[src/rtl/etm_chb_consts.svh]
// constants for the enhanced timer channel-b block
`ifndef ETM_CHB_CONSTS_SVH
`define ETM_CHB_CONSTS_SVH

// register indices (address port is 4 bits)
`define REG_CTRL_A 4'h0
`define REG_CTRL_B 4'h1
`define REG_CNT_LO 4'h2
`define REG_CNT_HI 4'h3
`define REG_CMPA_LO 4'h4
`define REG_CMPA_HI 4'h5
`define REG_CMPB_LO 4'h6
`define REG_CMPB_HI 4'h7
`define REG_TIMER_ON 4'h8
// field positions in channel-b control
`define F_MODE_HI 7
`define F_MODE_LO 6
`define F_FUNC_HI 5
`define F_FUNC_LO 4
`define F_INIT 3
`define F_INV 2
`define F_ALIGN_HI 1
`define F_ALIGN_LO 0
`define CTRL_RESET 8'h00
`define CNT_ZERO 10'h000
`define CNT_MAX 10'h3FF
`define HI_PAD 6'h00
`define RD_ZERO 8'h00
// output function, pwm, capture edge and alignment codes
`define FN_NONE 2'h0
`define FN_LOW 2'h1
`define FN_HIGH 2'h2
`define FN_TOGGLE 2'h3
`define PW_INACTIVE 2'h0
`define PW_ACTIVE 2'h1
`define PW_PWM 2'h2
`define PW_PULSE 2'h3
`define CAP_RISE 2'h0
`define CAP_FALL 2'h1
`define CAP_BOTH 2'h2
`define AL_EDGE 2'h0
`define AL_UP 2'h1
`define AL_DOWN 2'h2
`define AL_BOTH 2'h3
`endif

[src/rtl/etm_chb_pkg.sv]
// types for the enhanced timer channel-b block
package etm_chb_pkg;
    typedef enum logic [1:0] {
        MODE_COMPARE = 2'b00,
        MODE_CAPTURE = 2'b01,
        MODE_PWM = 2'b10,
        MODE_TIMER = 2'b11
    } chan_mode_t;

    typedef struct packed {
        chan_mode_t chan_b_mode_sel;
        logic [1:0] chan_b_out_func;
        logic chan_b_init_level;
        logic chan_b_invert;
        logic [1:0] pwm_align_sel;
    } chan_b_ctrl_t;

    typedef struct packed {
        logic [3:0] addr;
        logic [7:0] wdata;
        logic wr;
        logic rd;
    } reg_req_t;
endpackage

[src/rtl/etm_chb.sv]
// enhanced timer compare/capture channel b with counter and register port
`timescale 1ns/100ps
`include "etm_chb_consts.svh"
module etm_chb
    import etm_chb_pkg::*;
(
    input wire logic i_clock,
    input wire logic i_rst,
    input wire logic i_clk_en,
    input wire logic i_count_tick,
    input wire reg_req_t i_req,
    input wire logic [2:0] i_chan_b_pin_in,
    output logic [7:0] o_rdata,
    output logic [2:0] o_chan_b_pin_out,
    output logic [2:0] o_chan_b_pin_oe_n,
    output logic o_chan_b_match_flag,
    output logic o_capture_strobe
);

    // ------------------------------------------------------------
    // registers
    // ------------------------------------------------------------
    logic [7:0] ctrl_a_q;
    chan_b_ctrl_t ctrl_b_q;
    logic timer_on_q;
    logic timer_on_prev_q;
    logic [9:0] compare_value_a_q;
    logic [9:0] compare_value_b_q;
    logic [9:0] count_q;
    logic count_down_q;
    logic out_level_q;
    logic pulse_done_q;
    logic [2:0] pin_prev_q;
    logic [9:0] capture_q;
    logic on_rise;
    logic match_b;
    logic match_a;
    logic at_period;
    logic centre;
    logic [1:0] func;
    logic level_d;
    logic pin_d;
    logic cap_evt;

    assign func = ctrl_b_q.chan_b_out_func;
    assign on_rise = timer_on_q & ~timer_on_prev_q;
    assign centre = (ctrl_b_q.pwm_align_sel != `AL_EDGE);
    assign match_a = (count_q == compare_value_a_q);
    // compare a sets the period: a zero value lets the counter run to its maximum
    assign at_period = (compare_value_a_q == `CNT_ZERO) ? (count_q == `CNT_MAX) : match_a;

    // software writes; channel-a control is stored so its mode can be read back
    always_ff @(posedge i_clock) begin
        if (i_rst) begin
            ctrl_a_q <= `CTRL_RESET;
            ctrl_b_q <= chan_b_ctrl_t'(`CTRL_RESET);
            timer_on_q <= 1'b0;
            compare_value_a_q <= `CNT_ZERO;
            compare_value_b_q <= `CNT_ZERO;
        end else if (i_clk_en && i_req.wr) begin
            if (i_req.addr == `REG_CTRL_A) begin
                ctrl_a_q <= i_req.wdata;
            end else if (i_req.addr == `REG_CTRL_B) begin
                ctrl_b_q <= chan_b_ctrl_t'(i_req.wdata);
            end else if (i_req.addr == `REG_CMPA_LO) begin
                compare_value_a_q[7:0] <= i_req.wdata;
            end else if (i_req.addr == `REG_CMPA_HI) begin
                compare_value_a_q[9:8] <= i_req.wdata[1:0];
            end else if (i_req.addr == `REG_CMPB_LO) begin
                compare_value_b_q[7:0] <= i_req.wdata;
            end else if (i_req.addr == `REG_CMPB_HI) begin
                compare_value_b_q[9:8] <= i_req.wdata[1:0];
            end else if (i_req.addr == `REG_TIMER_ON) begin
                timer_on_q <= i_req.wdata[0];
            end
        end
    end

    // edge memory of the on bit
    always_ff @(posedge i_clock) begin
        if (i_rst) begin
            timer_on_prev_q <= 1'b0;
        end else if (i_clk_en) begin
            timer_on_prev_q <= timer_on_q;
        end
    end

    // ------------------------------------------------------------
    // counter
    // ------------------------------------------------------------
    // centre alignment counts up to the period then back down
    always_ff @(posedge i_clock) begin
        if (i_rst) begin
            count_q <= `CNT_ZERO;
            count_down_q <= 1'b0;
        end else if (i_clk_en) begin
            if (on_rise) begin
                count_q <= `CNT_ZERO;
                count_down_q <= 1'b0;
            end else if (timer_on_q && i_count_tick) begin
                if (centre && count_down_q) begin
                    if (count_q == `CNT_ZERO) begin
                        count_down_q <= 1'b0;
                        count_q <= count_q + 10'h001;
                    end else begin
                        count_q <= count_q - 10'h001;
                    end
                end else if (at_period) begin
                    if (centre) begin
                        count_down_q <= 1'b1;
                        count_q <= count_q - 10'h001;
                    end else begin
                        count_q <= `CNT_ZERO;
                    end
                end else begin
                    count_q <= count_q + 10'h001;
                end
            end
        end
    end

    // ------------------------------------------------------------
    // channel b compare
    // ------------------------------------------------------------
    // match qualified by direction in pwm mode when aligned to up or down counting
    always_comb begin
        match_b = timer_on_q && i_count_tick && (count_q == compare_value_b_q);
        if (centre && ctrl_b_q.chan_b_mode_sel == MODE_PWM) begin
            if (ctrl_b_q.pwm_align_sel == `AL_UP) begin
                match_b = match_b && !count_down_q;
            end else if (ctrl_b_q.pwm_align_sel == `AL_DOWN) begin
                match_b = match_b && count_down_q;
            end
        end
    end

    always_ff @(posedge i_clock) begin
        if (i_rst) begin
            o_chan_b_match_flag <= 1'b0;
        end else if (i_clk_en) begin
            o_chan_b_match_flag <= match_b && ctrl_b_q.chan_b_mode_sel != MODE_CAPTURE;
        end
    end

    // output level before polarity; the b match and a timer start move it in compare mode
    always_comb begin
        level_d = out_level_q;
        // only compare mode restores the initial level; pwm recomputes its level every cycle
        if (on_rise && ctrl_b_q.chan_b_mode_sel == MODE_COMPARE) begin
            level_d = ctrl_b_q.chan_b_init_level;
        end else if (ctrl_b_q.chan_b_mode_sel == MODE_COMPARE && match_b) begin
            // a requested level equal to the current one leaves the pin put
            case (func)
                `FN_LOW: level_d = 1'b0;
                `FN_HIGH: level_d = 1'b1;
                `FN_TOGGLE: level_d = ~out_level_q;
                default: level_d = out_level_q;
            endcase
        end else if (ctrl_b_q.chan_b_mode_sel == MODE_PWM) begin
            // pwm level is the active flag; init level picks the active sense later
            case (func)
                `PW_INACTIVE: level_d = 1'b0;
                `PW_ACTIVE: level_d = 1'b1;
                `PW_PWM: level_d = (compare_value_b_q > count_q) || at_period && !centre
                    && (compare_value_b_q > compare_value_a_q) || (compare_value_a_q == `CNT_ZERO
                    && compare_value_b_q == `CNT_MAX);
                default: level_d = !pulse_done_q && (compare_value_b_q > count_q) && timer_on_q;
            endcase
        end
    end

    // single pulse ends at the first b match and rearms on a fresh start
    always_ff @(posedge i_clock) begin
        if (i_rst) begin
            out_level_q <= 1'b0;
            pulse_done_q <= 1'b0;
        end else if (i_clk_en) begin
            out_level_q <= level_d;
            if (on_rise) begin
                pulse_done_q <= 1'b0;
            end else if (match_b && func == `PW_PULSE) begin
                pulse_done_q <= 1'b1;
            end
        end
    end

    // pin value: compare mode shows the level; pwm applies the active sense; then polarity
    always_comb begin
        if (ctrl_b_q.chan_b_mode_sel == MODE_PWM) begin
            pin_d = level_d ? ctrl_b_q.chan_b_init_level : ~ctrl_b_q.chan_b_init_level;
        end else begin
            pin_d = level_d;
        end
        pin_d = pin_d ^ ctrl_b_q.chan_b_invert;
    end

    // ------------------------------------------------------------
    // pins and capture
    // ------------------------------------------------------------
    // timer/counter and capture modes release the pins; init and invert then do nothing
    genvar g;
    generate
        for (g = 0; g < 3; g = g + 1) begin : g_pin
            always_ff @(posedge i_clock) begin
                if (i_rst) begin
                    o_chan_b_pin_out[g] <= 1'b0;
                    o_chan_b_pin_oe_n[g] <= 1'b1;
                    pin_prev_q[g] <= 1'b0;
                end else if (i_clk_en) begin
                    o_chan_b_pin_out[g] <= pin_d;
                    o_chan_b_pin_oe_n[g] <= ctrl_b_q.chan_b_mode_sel == MODE_TIMER
                        || ctrl_b_q.chan_b_mode_sel == MODE_CAPTURE;
                    pin_prev_q[g] <= i_chan_b_pin_in[g];
                end
            end
        end
    endgenerate

    // capture watches pin 0 edges
    always_comb begin
        case (func)
            `CAP_RISE: cap_evt = i_chan_b_pin_in[0] && !pin_prev_q[0];
            `CAP_FALL: cap_evt = !i_chan_b_pin_in[0] && pin_prev_q[0];
            `CAP_BOTH: cap_evt = i_chan_b_pin_in[0] != pin_prev_q[0];
            default: cap_evt = 1'b0;
        endcase
        cap_evt = cap_evt && ctrl_b_q.chan_b_mode_sel == MODE_CAPTURE && timer_on_q;
    end

    always_ff @(posedge i_clock) begin
        if (i_rst) begin
            capture_q <= `CNT_ZERO;
            o_capture_strobe <= 1'b0;
        end else if (i_clk_en) begin
            o_capture_strobe <= cap_evt;
            if (cap_evt) begin
                capture_q <= count_q;
            end
        end
    end

    // ------------------------------------------------------------
    // read port
    // ------------------------------------------------------------
    // capture mode reports the captured count in the counter registers
    always_ff @(posedge i_clock) begin
        if (i_rst) begin
            o_rdata <= `RD_ZERO;
        end else if (i_clk_en) begin
            if (!i_req.rd) begin
                o_rdata <= `RD_ZERO;
            end else if (i_req.addr == `REG_CTRL_A) begin
                o_rdata <= ctrl_a_q;
            end else if (i_req.addr == `REG_CTRL_B) begin
                o_rdata <= ctrl_b_q;
            end else if (i_req.addr == `REG_CNT_LO) begin
                o_rdata <= (ctrl_b_q.chan_b_mode_sel == MODE_CAPTURE) ? capture_q[7:0] : count_q[7:0];
            end else if (i_req.addr == `REG_CNT_HI) begin
                o_rdata <= {`HI_PAD, (ctrl_b_q.chan_b_mode_sel == MODE_CAPTURE) ? capture_q[9:8]
                    : count_q[9:8]};
            end else if (i_req.addr == `REG_CMPA_LO) begin
                o_rdata <= compare_value_a_q[7:0];
            end else if (i_req.addr == `REG_CMPA_HI) begin
                o_rdata <= {`HI_PAD, compare_value_a_q[9:8]};
            end else if (i_req.addr == `REG_CMPB_LO) begin
                o_rdata <= compare_value_b_q[7:0];
            end else if (i_req.addr == `REG_CMPB_HI) begin
                o_rdata <= {`HI_PAD, compare_value_b_q[9:8]};
            end else if (i_req.addr == `REG_TIMER_ON) begin
                o_rdata <= {7'h00, timer_on_q};
            end else begin
                o_rdata <= `RD_ZERO;
            end
        end
    end
endmodule

[config.mk]
export PLATFORM = sky130hd
export DESIGN_NAME = etm_chb
export DESIGN_NICKNAME = d
export VERILOG_FILES = /design/src/rtl/etm_chb_pkg.sv /design/src/rtl/etm_chb.sv
export VERILOG_INCLUDE_DIRS = /design/src /design/src/rtl
export SDC_FILE = /design/constraint.sdc
export NUM_CORES = 1
export LEC_CHECK = 0
export BUFFER_PORTS_ARGS = -buffer_cell sky130_fd_sc_hd__buf_2
export CAP_MARGIN = 20
export CORE_ASPECT_RATIO = 1.25
export CORE_UTILIZATION = 50
export DETAILED_ROUTE_END_ITERATION = 8
export PLACE_DENSITY = 0.68
export SLEW_MARGIN = 5
export SYNTH_ARGS = -nofsm -noshare
export SYNTH_HDL_FRONTEND = slang
export SYNTH_SLANG_ARGS = --single-unit
[constraint.sdc]
create_clock -name i_clock -period 8.3 [get_ports i_clock]
set_input_delay 1.245 -clock i_clock [delete_from_list [all_inputs] [get_ports i_clock]]
set_output_delay 1.245 -clock i_clock [all_outputs]
set_load 0.05 [all_outputs]
==> impl_results.md <==
* CP Capture Type: register
* Post-synth top flop: dfxtp_1
* Drt wl/cell at 19.4 um
* Mapped Area at 4930 um^2
* Setup TNS Final at 0 ns
* Max Clk Rate at 271 MHz
* 1st-iter DRT viols at 422
* Layout cells sized above 1 at ~11%
* Ys Warns at 0
* H-Tree Depth at 3
* Startpoint Class: register
* Tmin final at 3.69 ns
* Synth cell count leaders: 100 x nor2_1, 74 x dfxtp_1, 50 x a21oi_1
* Post-cts hold buffer count at 0
* Most common cell in the netlist: nor2_1
* Core area at between 9000 and 10000 um^2
* Post-synth top area share at 30.1%
* Syn avg cell area at 7.90 um^2
* MaxCap Viol Count at 0
* Placed insts at 743
* Vias in the first global route at 4462
* Pwr dens at 163 nW/um^2
* Antenna Nets Post-Route at 0
* Fill cell count at between 900 and 1000
* Synthesized Nets at 669
* Clock skew at 0.00358 ns
* Worst EP required at 8.56 ns
* Synth-to-Final Area Change at 9.62%
* First-pass GRT wire length at around 23000 um
* Critical path fanouts, max at 11
* Storage cell area at 1480 um^2
* Final worst path period share at 44.5%
* Starting Density at 51.3%
* Vias/cell at 6.34
* R2R setup slack at 4.61 ns
* Slowest library cell on the worst path: nor4_1
* Cts bufs inserted at 9
* DP HPWL at 10400 um
* Synthesis-stage register bit count at 74
* Seq/Total Area, Yosys at 30.1%
* Maximum VDD drop at 0.152 mV
* Async SR Flop Fraction at 0%
* Slew Limit Fails at 0
* Area contributors post-synth: dfxtp_1 30%, mux2i_1 9.5%, nor2_1 7.6%
* Gpl congestion at 0.947
* Post-synth EDFFs at 0
* DRC viols at 0
* Max-Slew Margin vs Limit at 29.6%
* Layout Cells excl Fill at around 760
* Ant diodes at 0
* Die Ht at 113 um
* Hold Fails Final Rpt at 0
* Grt ovf at 0
* Chip width at just over 90 um
* Kind of critical path: register to register
* Top Ports at 37
* Worst hold path type: register to register
* Total Nets Final at 673
* CTS max path bufs at 2
* RSZ-0062 raised after global routing: false
* TritonCTS clock tree: yes
* Floorplan row count at 40
* Netlist cell types at 73
* PortBufs at 34
* Worst-path clk slew at 0.06 ns
* Final setup viols at 0
* First-pass iteration count of the detailed router at 5
* Leak at 0.00210 uW
* Critical-path cell list: inv_1 -> ha_1 -> nand2b_1 -> nor2_1 -> nand4_1 -> nor4_1 -> nand2_1 -> and3_2 -> or4b_1 -> a31oi_1
* CP max stage delay at 0.85 ns
* Clock root buffer: clkbuf_16
* WP data arrival at 3.95 ns
* Outcome: finished clean
* Synth area leader: dfxtp_1
* Vias after detailed routing at just under 5000
* Tot Pwr at between 800 and 900 uW
* Multi-input gate area at 3130 um^2
* Clock sink total at between 70 and 80
* Resized Gates After CTS at 0
* Total track usage at 29.2%
* Die ar. at 10300 um^2
* Slew at the pin closest to its max-slew limit at roughly 1.0 ns
* Post-CTS Setup Inserts at 0
* Synth Instances at approximately 620
* Final WL at 14700 um
* Clk_lat worst skew at 0.34 ns
* Initial antenna violation count at 0
* Largest net degree at the start of global routing at 78
[sequential cells by signal, summed over array words and instances (netlist names), 2 cells and up]
register / flops
ctrl_a_q: 8
capture_q: 10
count_q: 10
compare_value_b_q: 10
compare_value_a_q: 10
ctrl_b_q: 6
o_rdata: 8
func: 2
[worst max-delay path, delay by kind of cell (launching register included)]
| kind | cells | cell delay (ns) |
|---|---|---|
| AND/OR/NAND/NOR | 7 | 2.48 |
| adder cells (fa/ha/maj) | 1 | 0.24 |
| AO/OA/AOI/OAI | 1 | 0.17 |
| flip-flops | 1 | 0.45 |
| buffers and inverters | 1 | 0.27 |
[final cells by class]
class                   instances  share of cell area [%]
clock buffers                   9                    4.17
clock inverters                 6                    2.13
inverters                      31                    2.15
multi-input cells             477                    57.9
flip-flops and latches         74                    27.4
well taps                     126                    2.92
repair buffers                 35                    3.29
[power by group]
group / internal, uW / switching, uW
clock: 294 / 163
sequential: 358 / 3.11
combinational: 19.7 / 42.3
[worst paths after layout]
| kind | from | endpoint | cells after the start |
|---|---|---|---|
| setup / recovery | count_q[1]$_SDFFE_PP0P_ | count_q[5]$_SDFFE_PP0P_ | 10 |
| hold / removal | o_rdata[6]$_SDFFE_PP0P_ | o_rdata[6]$_SDFFE_PP0P_ | 2 |
| setup reg to reg | count_q[1]$_SDFFE_PP0P_ | count_q[5]$_SDFFE_PP0P_ | 10 |
| hold reg to reg | o_rdata[6]$_SDFFE_PP0P_ | o_rdata[6]$_SDFFE_PP0P_ | 2 |
[routing by layer]
metal / GRT usage (%) / wire length (um)
met3: 2.82 / 773
met4: 14.0 / 452
met1: 36.2 / 6110
met5: 0 / 0
met2: 50.8 / 7330
[logic make-up (layout without fill, tap and decap cells)]
family / count (synthesis) / in the layout / synth area share, %
simple gates: 245 / 245 / 25.2
compound gates: 146 / 146 / 19.3
flops: 74 / 74 / 30.1
buf+inv: 73 / 81 / 6.45
mux: 52 / 52 / 11.1
fa+ha+maj: 24 / 24 / 6.09
xor+xnor: 10 / 10 / 1.78
[metrics by stage]
step | setup slack (ns) | hold slack [ns] | utilization, % | cell area, um^2
final | 4.61 | 0.466 | 56.2 | 5400
after global routing | 4.45 | 0.481 | 56.2 | 5400
after global placement | 4.78 | 0.456 | 52.7 | 5060
after detailed placement | 4.72 | 0.457 | 52.7 | 5060
after CTS | 4.69 | 0.468 | 56.2 | 5400
after floorplan | 5.38 | 0.449 | - | 4930
[cell usage in the layout, fill, tap and decap left out, types with 8 or more instances in the layout]
cell type,netlist,routed
a21oi_1,50,50
nor2_1,100,100
o21ai_0,31,31
nand3_1,21,21
inv_1,29,29
nor2b_1,8,8
nand4_1,15,15
buf_2,2,34
dfxtp_1,74,74
ha_1,24,24
nor4_1,8,8
a31oi_1,13,13
nor3_1,16,16
xnor2_1,9,9
nand2_1,35,35
clkbuf_16,0,9
nand2b_1,15,15
mux2i_1,47,47
No activity file was read; power rests on OpenSTA's default activity.
